[config.mk]
export PLATFORM = sky130hd
export DESIGN_NAME = hbwp_port
export DESIGN_NICKNAME = d
export VERILOG_FILES = /design/src/rtl/hbwp_pkg.sv /design/src/rtl/hbwp_sync.sv /design/src/rtl/hbwp_port.sv
export VERILOG_INCLUDE_DIRS = /design/src /design/src/rtl
export SDC_FILE = /design/constraint.sdc
export NUM_CORES = 1
export LEC_CHECK = 0
export BUFFER_PORTS_ARGS = -buffer_cell sky130_fd_sc_hd__buf_2
export CAP_MARGIN = 20
export CORE_ASPECT_RATIO = 0.6
export CORE_MARGIN = 1.5
export CORE_UTILIZATION = 50
export CTS_CLUSTER_SIZE = 25
export DETAILED_ROUTE_END_ITERATION = 12
export HOLD_SLACK_MARGIN = 0.15
export PLACE_DENSITY = 0.73
export SLEW_MARGIN = 10
export SYNTH_ARGS = -nofsm -noshare
export SYNTH_HDL_FRONTEND = slang
export SYNTH_SLANG_ARGS = --single-unit
[constraint.sdc]
create_clock -name clk_sys -period 3.62 [get_ports clk_sys]
set_input_delay 0.181 -clock clk_sys [delete_from_list [all_inputs] [get_ports clk_sys]]
set_output_delay 0.181 -clock clk_sys [all_outputs]
set_load 0.02 [all_outputs]
[src/rtl/hbwp_map.svh]
// Purpose: Constants for the host bus word pair port
// Assumes: Included by bare name from design files
// Notes: Definitions only
`ifndef HBWP_MAP_SVH
`define HBWP_MAP_SVH

// Host data bus and internal word widths
`define HBWP_HALF_W 16
`define HBWP_WORD_W 32
// Field positions of the two halves in an internal word
`define HBWP_LO_LSB 0
`define HBWP_HI_LSB 16
// Byte width used by the endian reorder
`define HBWP_BYTE_W 8
// Reset value of synchronised active-low pins (idle, not asserted)
`define HBWP_PIN_IDLE 1'b1
// Reset value of synchronised data-like pins
`define HBWP_PIN_ZERO 1'b0
// Default address width (pins A[ADDR_W-1:1])
`define HBWP_ADDR_W 10
// Default number of interrupt sources
`define HBWP_IRQ_N 8

`endif

[src/rtl/hbwp_pkg.sv]
// Purpose: Types for the host bus word pair port
// Assumes: Nothing beyond the map header
// Notes: Pairing state of a 32-bit transfer
package hbwp_pkg;

   // Which half of a pair is outstanding
   typedef enum logic [1:0] {
      pair_idle = 2'b00,    // No half outstanding
      pair_wr_half = 2'b01, // One write half held
      pair_rd_half = 2'b10  // One read half delivered, word latched
   } hbwp_pair_type;

endpackage : hbwp_pkg

[src/rtl/hbwp_sync.sv]
// Purpose: Two-flop synchroniser for a bundle of host pins
// Assumes: Each bit is an independent level from outside clk_sys
// Notes: Stage one is read only by stage two
`timescale 1ns/1ps
module hbwp_sync #(
   parameter int WIDTH = 1,
   parameter logic [WIDTH-1:0] RST_VAL = '0
) (
   // Clock and reset
   input wire logic clk_sys,
   input wire logic nrst,
   // Asynchronous inputs
   input wire logic [WIDTH-1:0] pin_in,
   // Synchronised outputs
   output logic [WIDTH-1:0] pin_sync
);

   genvar gi;

   // One two-stage chain per bit
   generate
      for (gi = 0; gi < WIDTH; gi = gi + 1) begin : g_bit
         logic meta_reg; // First stage, may go metastable
         logic meta_next;
         logic sync_reg; // Second stage, safe to use
         logic sync_next;

         // Next values of both stages
         always_comb begin
            meta_next = pin_in[gi];
            sync_next = meta_reg;
         end

         // Register stages, reset to this bit of RST_VAL
         always_ff @(posedge clk_sys) begin
            if (!nrst) begin
               meta_reg <= RST_VAL[gi];
               sync_reg <= RST_VAL[gi];
            end else begin
               meta_reg <= meta_next;
               sync_reg <= sync_next;
            end
         end

         assign pin_sync[gi] = sync_reg;
      end
   endgenerate

endmodule : hbwp_sync

[src/rtl/hbwp_port.sv]
// Purpose: Host bus port, 16-bit asynchronous slave to 32-bit internal access
// Assumes: Host strobes are slow against clk_sys (25 MHz); internal register
//          and FIFO read data is valid the cycle after the read pulse
// Notes: All host pins are synchronised before use
// What this block does
// - Sixteen-bit asynchronous SRAM-style host data bus.
// - Endian chosen per access from select pin.
// - FIFO select routes writes TX, reads RX.
// - Normal mode decodes registers only.
// - Halves accepted in either order.
// - Same half written twice discards transfer.
// - One internal 32-bit write after both halves.
// - Same half read twice resets pair tracking.
// - Sixteen-bit readable registers allow single reads.
// - Interrupt sources observable, individually enabled onto pin.
// - Select low little endian, high big.
// - Bytes reordered by select and A1.
// - Writes ignored after reset until a read.
`timescale 1ns/1ps
`include "hbwp_map.svh"
module hbwp_port #(
   parameter int ADDR_W = `HBWP_ADDR_W,
   parameter int IRQ_N = `HBWP_IRQ_N
) (
   // Clock and reset
   input wire logic clk_sys,
   input wire logic nrst,
   // Host bus pins
   input wire logic host_cs_n,
   input wire logic host_rd_n,
   input wire logic host_wr_n,
   input wire logic [ADDR_W-1:1] host_addr,
   input wire logic [`HBWP_HALF_W-1:0] host_data_in,
   output logic [`HBWP_HALF_W-1:0] host_data_out,
   output logic host_data_oe,
   input wire logic end_sel,
   input wire logic fifo_sel,
   // Internal register access
   output logic [ADDR_W-3:0] reg_addr,
   output logic reg_wr,
   output logic reg_rd,
   output logic [`HBWP_WORD_W-1:0] wr_data,
   input wire logic [`HBWP_WORD_W-1:0] reg_rdata,
   input wire logic reg_rd16,
   // Internal data FIFOs
   output logic txf_wr,
   output logic rxf_rd,
   input wire logic [`HBWP_WORD_W-1:0] rxf_rdata,
   // Interrupts
   input wire logic [IRQ_N-1:0] irq_src,
   input wire logic [IRQ_N-1:0] irq_en,
   output logic [IRQ_N-1:0] irq_stat,
   output logic irq
);

   localparam int SYNC_W = ADDR_W + `HBWP_HALF_W + 4;

   // Reverse byte order of an internal word
   function automatic logic [`HBWP_WORD_W-1:0] bswap(input logic [`HBWP_WORD_W-1:0] w);
      logic [`HBWP_WORD_W-1:0] r;
      r = '0;
      for (int i = 0; i < 4; i++) begin
         r[i*`HBWP_BYTE_W +: `HBWP_BYTE_W] = w[(3-i)*`HBWP_BYTE_W +: `HBWP_BYTE_W];
      end
      return r;
   endfunction : bswap

   // Pick the host half of an internal word
   function automatic logic [`HBWP_HALF_W-1:0] to_host(input logic [`HBWP_WORD_W-1:0] w,
                                                       input logic a1, input logic big);
      logic [`HBWP_WORD_W-1:0] r;
      r = big ? bswap(w) : w;
      return a1 ? r[`HBWP_HI_LSB +: `HBWP_HALF_W] : r[`HBWP_LO_LSB +: `HBWP_HALF_W];
   endfunction : to_host

   // Merge one host half into an internal word
   function automatic logic [`HBWP_WORD_W-1:0] from_host(input logic [`HBWP_WORD_W-1:0] w,
                                                         input logic [`HBWP_HALF_W-1:0] h,
                                                         input logic a1, input logic big);
      logic [`HBWP_WORD_W-1:0] r;
      r = big ? bswap(w) : w;
      if (a1) begin
         r[`HBWP_HI_LSB +: `HBWP_HALF_W] = h;
      end else begin
         r[`HBWP_LO_LSB +: `HBWP_HALF_W] = h;
      end
      return big ? bswap(r) : r;
   endfunction : from_host

   // Synchronised pins
   logic [SYNC_W-1:0] pin_raw;
   logic [SYNC_W-1:0] pin_sync;
   logic s_cs_n;
   logic s_rd_n;
   logic s_wr_n;
   logic s_end;
   logic s_fifo;
   logic [ADDR_W-1:1] s_addr;
   logic [`HBWP_HALF_W-1:0] s_data;

   assign pin_raw = {host_cs_n, host_rd_n, host_wr_n, end_sel, fifo_sel, host_addr, host_data_in};
   assign {s_cs_n, s_rd_n, s_wr_n, s_end, s_fifo, s_addr, s_data} = pin_sync;

   // All host pins cross through two flops; strobes idle high
   hbwp_sync #(
      .WIDTH(SYNC_W),
      .RST_VAL({{3{`HBWP_PIN_IDLE}}, {(SYNC_W-3){`HBWP_PIN_ZERO}}})
   ) u_sync (
      .clk_sys(clk_sys),
      .nrst(nrst),
      .pin_in(pin_raw),
      .pin_sync(pin_sync)
   );

   // Cycle detection
   logic rd_act;  // Read strobe asserted
   logic wr_act;  // Write strobe asserted
   logic rd_start; // First cycle of a host read
   logic wr_start; // First cycle of a host write
   logic same_word; // Access hits the word and mode held by the pair
   logic other_half; // Access hits the half not yet used
   logic do_fetch; // This read starts a fresh internal read
   logic do_open; // This write opens a fresh pair

   // Edge detector state; idle is strobe inactive, so no false edge after reset
   logic rd_act_reg;
   logic rd_act_next;
   logic wr_act_reg;
   logic wr_act_next;

   // Pair tracking state
   hbwp_pkg::hbwp_pair_type pair_reg; // Outstanding half, if any
   hbwp_pkg::hbwp_pair_type pair_next;
   logic [`HBWP_WORD_W-1:0] word_reg; // Latched read word or assembled write word
   logic [`HBWP_WORD_W-1:0] word_next;
   logic [ADDR_W-3:0] addr_reg; // Word address of the pair
   logic [ADDR_W-3:0] addr_next;
   logic half_reg; // A1 of the first half
   logic half_next;
   logic big_reg; // Endian select of the pair
   logic big_next;
   logic fifo_reg; // FIFO select of the pair
   logic fifo_next;
   logic rd16_reg; // Latched word is 16-bit readable
   logic rd16_next;
   logic rd_seen_reg; // A read has happened since reset
   logic rd_seen_next;
   logic fetch1_reg; // Read pulse stands this cycle
   logic fetch1_next;
   logic fetch2_reg; // Internal read data valid this cycle
   logic fetch2_next;

   // Output flops
   logic [`HBWP_HALF_W-1:0] data_out_reg;
   logic [`HBWP_HALF_W-1:0] data_out_next;
   logic oe_reg;
   logic oe_next;
   logic reg_rd_reg;
   logic reg_rd_next;
   logic rxf_rd_reg;
   logic rxf_rd_next;
   logic reg_wr_reg;
   logic reg_wr_next;
   logic txf_wr_reg;
   logic txf_wr_next;
   logic [`HBWP_WORD_W-1:0] wr_data_reg;
   logic [`HBWP_WORD_W-1:0] wr_data_next;

   // Interrupt state
   logic [IRQ_N-1:0] irq_stat_reg;
   logic [IRQ_N-1:0] irq_stat_next;
   logic irq_reg;
   logic irq_next;

   // Strobe decode on synchronised pins
   assign rd_act = !s_cs_n && !s_rd_n;
   assign wr_act = !s_cs_n && !s_wr_n;
   assign rd_start = rd_act && !rd_act_reg;
   assign wr_start = wr_act && !wr_act_reg;
   // Any change besides A1 breaks the pair and starts afresh
   assign same_word = (s_addr[ADDR_W-1:2] == addr_reg) && (s_fifo == fifo_reg) &&
                      (s_end == big_reg);
   assign other_half = s_addr[1] != half_reg;

   // Next values of the edge detectors
   always_comb begin
      rd_act_next = rd_act;
      wr_act_next = wr_act;
   end

   // Register the edge detectors
   always_ff @(posedge clk_sys) begin
      if (!nrst) begin
         rd_act_reg <= 1'b0;
         wr_act_reg <= 1'b0;
      end else begin
         rd_act_reg <= rd_act_next;
         wr_act_reg <= wr_act_next;
      end
   end

   // Next values of the pair tracking and access pulses
   always_comb begin
      pair_next = pair_reg;
      word_next = word_reg;
      addr_next = addr_reg;
      half_next = half_reg;
      big_next = big_reg;
      fifo_next = fifo_reg;
      rd16_next = rd16_reg;
      rd_seen_next = rd_seen_reg;
      fetch1_next = 1'b0;
      fetch2_next = fetch1_reg;
      data_out_next = data_out_reg;
      oe_next = rd_act;
      reg_rd_next = 1'b0;
      rxf_rd_next = 1'b0;
      reg_wr_next = 1'b0;
      txf_wr_next = 1'b0;
      wr_data_next = wr_data_reg;
      do_fetch = 1'b0;
      do_open = 1'b0;
      // Internal read data is taken the cycle after the pulse
      if (fetch2_reg) begin
         word_next = fifo_reg ? rxf_rdata : reg_rdata;
         rd16_next = reg_rd16 && !fifo_reg;
         data_out_next = to_host(fifo_reg ? rxf_rdata : reg_rdata, half_reg, big_reg);
      end
      if (rd_start) begin
         rd_seen_next = 1'b1;
         case (pair_reg)
            hbwp_pkg::pair_rd_half: begin
               if (same_word && other_half) begin
                  // Second half from the latched word, no new internal read
                  data_out_next = to_host(word_reg, s_addr[1], big_reg);
                  pair_next = hbwp_pkg::pair_idle;
               end else if (same_word && !rd16_reg) begin
                  // Same half twice: result invalid, tracking cleared
                  pair_next = hbwp_pkg::pair_idle;
               end else begin
                  do_fetch = 1'b1;
               end
            end
            default: begin
               // An open write half is abandoned by a read
               do_fetch = 1'b1;
            end
         endcase
      end else if (wr_start && rd_seen_reg) begin
         case (pair_reg)
            hbwp_pkg::pair_wr_half: begin
               if (same_word && other_half) begin
                  // Both halves in: one internal 32-bit write
                  wr_data_next = from_host(word_reg, s_data, s_addr[1], big_reg);
                  reg_wr_next = !fifo_reg;
                  txf_wr_next = fifo_reg;
                  pair_next = hbwp_pkg::pair_idle;
               end else if (same_word) begin
                  // Same half twice: transfer dropped
                  pair_next = hbwp_pkg::pair_idle;
               end else begin
                  do_open = 1'b1;
               end
            end
            default: begin
               do_open = 1'b1;
            end
         endcase
      end
      // Fresh internal read, data returns two cycles later
      if (do_fetch) begin
         addr_next = s_addr[ADDR_W-1:2];
         half_next = s_addr[1];
         big_next = s_end;
         fifo_next = s_fifo;
         reg_rd_next = !s_fifo;
         rxf_rd_next = s_fifo;
         fetch1_next = 1'b1;
         pair_next = hbwp_pkg::pair_rd_half;
      end
      // First write half held until its partner comes
      if (do_open) begin
         word_next = from_host('0, s_data, s_addr[1], s_end);
         addr_next = s_addr[ADDR_W-1:2];
         half_next = s_addr[1];
         big_next = s_end;
         fifo_next = s_fifo;
         pair_next = hbwp_pkg::pair_wr_half;
      end
   end

   // Register the pair tracking and access pulses
   always_ff @(posedge clk_sys) begin
      if (!nrst) begin
         pair_reg <= hbwp_pkg::pair_idle;
         word_reg <= '0;
         addr_reg <= '0;
         half_reg <= 1'b0;
         big_reg <= 1'b0;
         fifo_reg <= 1'b0;
         rd16_reg <= 1'b0;
         rd_seen_reg <= 1'b0;
         fetch1_reg <= 1'b0;
         fetch2_reg <= 1'b0;
         data_out_reg <= '0;
         oe_reg <= 1'b0;
         reg_rd_reg <= 1'b0;
         rxf_rd_reg <= 1'b0;
         reg_wr_reg <= 1'b0;
         txf_wr_reg <= 1'b0;
         wr_data_reg <= '0;
      end else begin
         pair_reg <= pair_next;
         word_reg <= word_next;
         addr_reg <= addr_next;
         half_reg <= half_next;
         big_reg <= big_next;
         fifo_reg <= fifo_next;
         rd16_reg <= rd16_next;
         rd_seen_reg <= rd_seen_next;
         fetch1_reg <= fetch1_next;
         fetch2_reg <= fetch2_next;
         data_out_reg <= data_out_next;
         oe_reg <= oe_next;
         reg_rd_reg <= reg_rd_next;
         rxf_rd_reg <= rxf_rd_next;
         reg_wr_reg <= reg_wr_next;
         txf_wr_reg <= txf_wr_next;
         wr_data_reg <= wr_data_next;
      end
   end

   // Next interrupt status and pin; sources are on clk_sys already
   always_comb begin
      irq_stat_next = irq_src;
      irq_next = |(irq_src & irq_en);
   end

   // Register interrupt status and pin
   always_ff @(posedge clk_sys) begin
      if (!nrst) begin
         irq_stat_reg <= '0;
         irq_reg <= 1'b0;
      end else begin
         irq_stat_reg <= irq_stat_next;
         irq_reg <= irq_next;
      end
   end

   // Outputs straight from flops
   assign host_data_out = data_out_reg;
   assign host_data_oe = oe_reg;
   assign reg_addr = addr_reg;
   assign reg_wr = reg_wr_reg;
   assign reg_rd = reg_rd_reg;
   assign wr_data = wr_data_reg;
   assign txf_wr = txf_wr_reg;
   assign rxf_rd = rxf_rd_reg;
   assign irq_stat = irq_stat_reg;
   assign irq = irq_reg;

endmodule : hbwp_port

# Word-level counts from Yosys, hierarchy flattened
# Index checks and enable logic that the tools add are counted.
# W data, S select, Z words.
# op_classes
n_eq_ne	10
mux	45
bitwise_logic	6
reduce_logical	33
# ops
op	n
$mux W32	7
$mux W16	10
$mux W2	9
$mux W1	17
$mux W8	2
$reduce_bool A4 Y1	3
$logic_and A1 B1 Y1	10
$reduce_and A5 Y1	2
$and A8 B8 Y8	1
$eq A8 B8 Y1	1
$logic_not A1 Y1	8
$ne A4 B1 Y1 const B	2
$reduce_or A8 Y1	1
$reduce_bool A3 Y1	2
$ne A5 B1 Y1 const B	1
$not A1 Y1	5
$reduce_bool A5 Y1	1
$reduce_or A5 Y1	1
$reduce_and A4 Y1	1
$reduce_bool A2 Y1	2
$ne A3 B1 Y1 const B	1
$eq A1 B1 Y1	2
$eq A2 B1 Y1 const B	1
$eq A2 B2 Y1 const B	1
3 further kinds	3
# totals
ff_bits	172
input_bits	113
out_inout_bits	70
wordCells	175

# Logic depth before layout (Yosys ltp)
# depth
word_depth	10
depth_mapped	8
depth_no_buf	5

# Modules after synthesis
# Synthesis repeated with hierarchy kept, for this count alone.
# unflattened
cells_unflattened	1062
area_unflattened_um2	9454.1
# modules_own_cells
module	n_inst	cells_per_inst	area_per_inst_um2	seq_area_each_um2
hbwp_port	1	906	7619.8	2242.2
hbwp_sync	1	156	1834.3	1201.2

# Worst setup path after synthesis
# OpenSTA, ideal clock, no wires.
# synth_path
kind	flip-flop to flip-flop
from	register addr_reg[6], in the netlist reg_addr[6]
to	register fifo_reg
arrival_time_ns	1.703
required_ns	3.548
path_slack_ns	1.846
path_stages_with_launch	7
n_path_buf	1
period_less_slack_ns	1.774
path_cell_list	dfxtp_1 -> xor2_1 -> nor4_4 -> a41o_1 -> a21boi_2 -> buf_6 -> mux2i_1
# synth_via
elab_chain_cells	9
# synth_rtl
element	line_no	rtl
from (decl)	hbwp_port.sv:136	logic [ADDR_W-3:0] addr_reg;
from (signal assigned)	hbwp_port.sv:315	addr_reg <= addr_next;
$eq A8 B8 Y1 *	hbwp_port.sv:181	assign same_word = (s_addr[ADDR_W-1:2] == addr_reg) && (s_fifo == fifo_reg) &&
$logic_and A1 B1 Y1 * (2 in a row)	hbwp_port.sv:181	
$mux W1 (tied with other cells)	hbwp_port.sv:258	end else if (same_word) begin
$mux W1 (on tied branches)	hbwp_port.sv:252, hbwp_port.sv:237	
$mux W1 (on tied branches)	hbwp_port.sv:250, hbwp_port.sv:233	
$mux W1 (on tied branches)	hbwp_port.sv:249, hbwp_port.sv:231	
$mux W1	hbwp_port.sv:229	if (rd_start) begin
$mux W1 or $reduce_bool A2 Y1 (tied branches)	-	
to (signal assigned)	hbwp_port.sv:318	fifo_reg <= fifo_next;
to (decl)	hbwp_port.sv:142	logic fifo_reg;
# Mark *: on every way between the ends. The rest lies on a longest branch, timed or not.
# A chain may end at the register's enable or synchronous reset.

# Final worst setup path
# layout_path
from	register half_reg
to	register data_out_reg[3], in the netlist host_data_out[3]
# layout_via
elab_chain_cells	5
# layout_rtl
element	line_no	rtl
from (decl)	hbwp_port.sv:138	logic half_reg;
from (signal assigned)	hbwp_port.sv:316	half_reg <= half_next;
$mux W16 or $ne A1 B1 Y1 (tied branches)	hbwp_port.sv:73, hbwp_port.sv:183	
$mux W16 or $logic_and A1 B1 Y1 (tied branches)	hbwp_port.sv:224, hbwp_port.sv:233	
$mux W16	hbwp_port.sv:233	if (same_word && other_half) begin
$mux W16	hbwp_port.sv:231	case (pair_reg)
$mux W16 *	hbwp_port.sv:229	
to (signal assigned)	hbwp_port.sv:323	data_out_reg <= data_out_next;
to (decl)	hbwp_port.sv:154	logic [`HBWP_HALF_W-1:0] data_out_reg;
# Marked as above.

==> impl_metrics.json <==
{
  "status": "completed",
  "clkTransAtPathRegs_ps": 70,
  "first_global_vias": 7898,
  "cp_slowest_cell": "dfxtp_4",
  "worst-path-buf-inv": 1,
  "yosysTopAreaCell": "dfxtp_1",
  "start_util": 0.5132,
  "cp-end-kind": "flip-flop",
  "setup_tns_ps": 0,
  "synth_top_family_by_area": "simple AND/OR/NAND/NOR gates",
  "n_fill_cell": 1538,
  "die_h_um": 108.8,
  "overflow": 0,
  "synth_compound_area_frac": 0.1868,
  "clock_tree.root_cell": "clkbuf_16",
  "dp.cells": 1367,
  "clockBufferDepth": 2,
  "criticalPathCategory": "reg -> reg",
  "clock_tree.htree_level_count": 4,
  "maxCapViolations": 0,
  "critPathTopFamily": "compound AO/OA/AOI/OAI gates",
  "worstPathArrival_ps": 2780,
  "pre_cts_slack_ps": 1233,
  "layout_commonest_cell": "buf_2",
  "cts-buffers-inserted": 17,
  "grt_setup_unrepaired": "no",
  "fmax_ghz": 0.4090,
  "fin_util": 0.6155,
  "io_buffers": 182,
  "ys_ff_latch": 172,
  "avgSynthCellArea_um2": 9.024,
  "postLayoutSetupSlackWorst_ps": 1175,
  "final_nets": 1301,
  "relSlewSlack": 0.4246,
  "power_density_mw_per_mm2": 369.4,
  "vias": 8433,
  "start_kind": "flip-flop",
  "final_cell_mix": "182 x buf_2, 166 x dfxtp_1, 122 x mux2i_1",
  "max_slew.worst_pin.slew_ps": 858.0,
  "drcViolationCount": 0,
  "reg2reg_depth": 6,
  "final_cells": 1441,
  "yosys-top-cells-area": "dfxtp_1 37%, mux2i_1 13%, a211oi_1 5.0%",
  "dp_hpwl_um": 17870,
  "synth_warnings": 0,
  "synth-simple-area-share": 0.1909,
  "holdWs_ps": 235.8,
  "synth_nets": 1146,
  "place_congestion": 0.8709,
  "netlist.area_leader.share": 0.3694,
  "met1_length_um": 12540,
  "synth_mux_area_frac": 0.1842,
  "cp_data_required_time_ps": 3960,
  "synth_ff_type": "dfxtp_1",
  "coreArea_mm2": 0.01816,
  "vdd_drop_max_mv": 0.3444,
  "period_needed_ps": 2445,
  "hold_path_class": "in -> reg",
  "hold_viol_final": 0,
  "grt_pass1_wl_um": 41640,
  "top_level_ports": 183,
  "antenna_found_initial": 1,
  "firstDrtPassIters": 5,
  "async_reset_ff_frac": 0,
  "ant_nets": 0,
  "viasPerCell": 5.852,
  "synth_xor_area_frac": 0.01302,
  "netlist_area_mm2": 0.009321,
  "cts_sinks": 172,
  "wl_met3_um": 1722,
  "drive_gt1_frac": 0.2381,
  "setup_viol": 0,
  "cts_tree": "done",
  "row_count": 38,
  "postSynthCellCount": 1033,
  "drv_slew": 0,
  "holdPathStages": 5,
  "slowest_delay_ps": 630,
  "placed_area_mm2": 0.01019,
  "period_share": 0.6754,
  "track_usage": 0.2738,
  "dieArea_mm2": 0.01950,
  "synth_fa_ha_area_frac": 0,
  "area_growth_pct": 19.93,
  "drt_iter0_markers": 784,
  "stdcell_area_mm2": 0.01118,
  "worst-path-max-fanout": 40,
  "synth-edff-count": 0,
  "n_antenna_cell": 0,
  "insertion_delay_ps": 440,
  "yosysUniqueCellTypes": 48,
  "wl_met2_um": 11420,
  "p_leak_nw": 4.196,
  "worstPathCellList": "buf_4, mux2i_1, a22o_1, a221oi_1, mux2i_1, a211oi_1",
  "power_mw": 4.130,
  "wirelength_um": 26190,
  "worstSetupPathDepth": 6,
  "finClkSkew_ps": 18.92,
  "maxUsedRoutingLayer": "met5",
  "synth_seq_area_share": 0.3694,
  "die_w_um": 179.3,
  "wl_per_cell_um": 18.17,
  "grt_max_degree": 122,
  "cpMostUsedCell": "mux2i_1"
}
[kinds of logic (layout without fill, tap and decap cells)]
| logic type | after synthesis | count (layout) |
|---|---|---|
| and+or+nand+nor | 340 | 340 |
| AOI/OAI and AO/OA | 252 | 252 |
| buffers and inverters | 106 | 274 |
| xor gates and xnor gates | 13 | 13 |
| DFF | 172 | 172 |
| muxes | 150 | 150 |
[Yosys cell counts (23+ instances only)]
library cell    n
nand2_1        80
a211oi_1       62
nor3_1         25
a21oi_1        44
nor2_1         69
mux2i_1       122
nand3_1        24
clkbuf_1       57
and2_1         65
buf_2          23
dfxtp_1       172
o21ai_0        65
[path summary, 6_finish.rpt]
kind	from	to	slack, ps
worst max register to register	half_reg	host_data_out[3]	1170
worst min register to register	u_sync.g_bit[27].meta_reg	u_sync.g_bit[27].sync_reg	410
worst max-delay path	half_reg	host_data_out[3]	1170
worst min-delay path	reg_rdata[24]	word_reg[24]	240
[routing by layer]
metal | vias to the layer above | global-route usage
met4 | 2 | 0.08560
li1 | 4081 | -
met1 | 4023 | 0.3867
met2 | 286 | 0.4176
met5 | - | 0
met3 | 41 | 0.05823
[repair_timing]
item | in CTS | in global routing
gates resized for setup | 0 | 0
setup buffers | 0 | 0
hold buffers | 42 | 0
endpoints found under the hold margin | 40 | 0
[worst min-delay path: cells and delay by family]
kind	cells	cell delay, ps
AOI/OAI and AO/OA	2	130
buffers and inverters	1	120
muxes	1	120
and+or+nand+nor	1	70
[power by group]
group	switching, mW	internal, mW	total [mW]
sequential	0.0346	1.93	1.96
clock	0.854	0.949	1.80
combinational	0.189	0.172	0.362
total	1.08	3.05	4.13
[final cells by class]
cell class	count	area (µm²)	share of cell area
clock inverters	13	118.9	0.01063
clock buffers	19	454.2	0.04063
well taps	240	300.3	0.02686
flip-flops and latches	172	3456	0.3091
repair buffers	241	1484	0.1327
inverters	1	3.754	0.0003358
multi-input cells	755	5363	0.4797
Power figures use the tool's default switching activity.
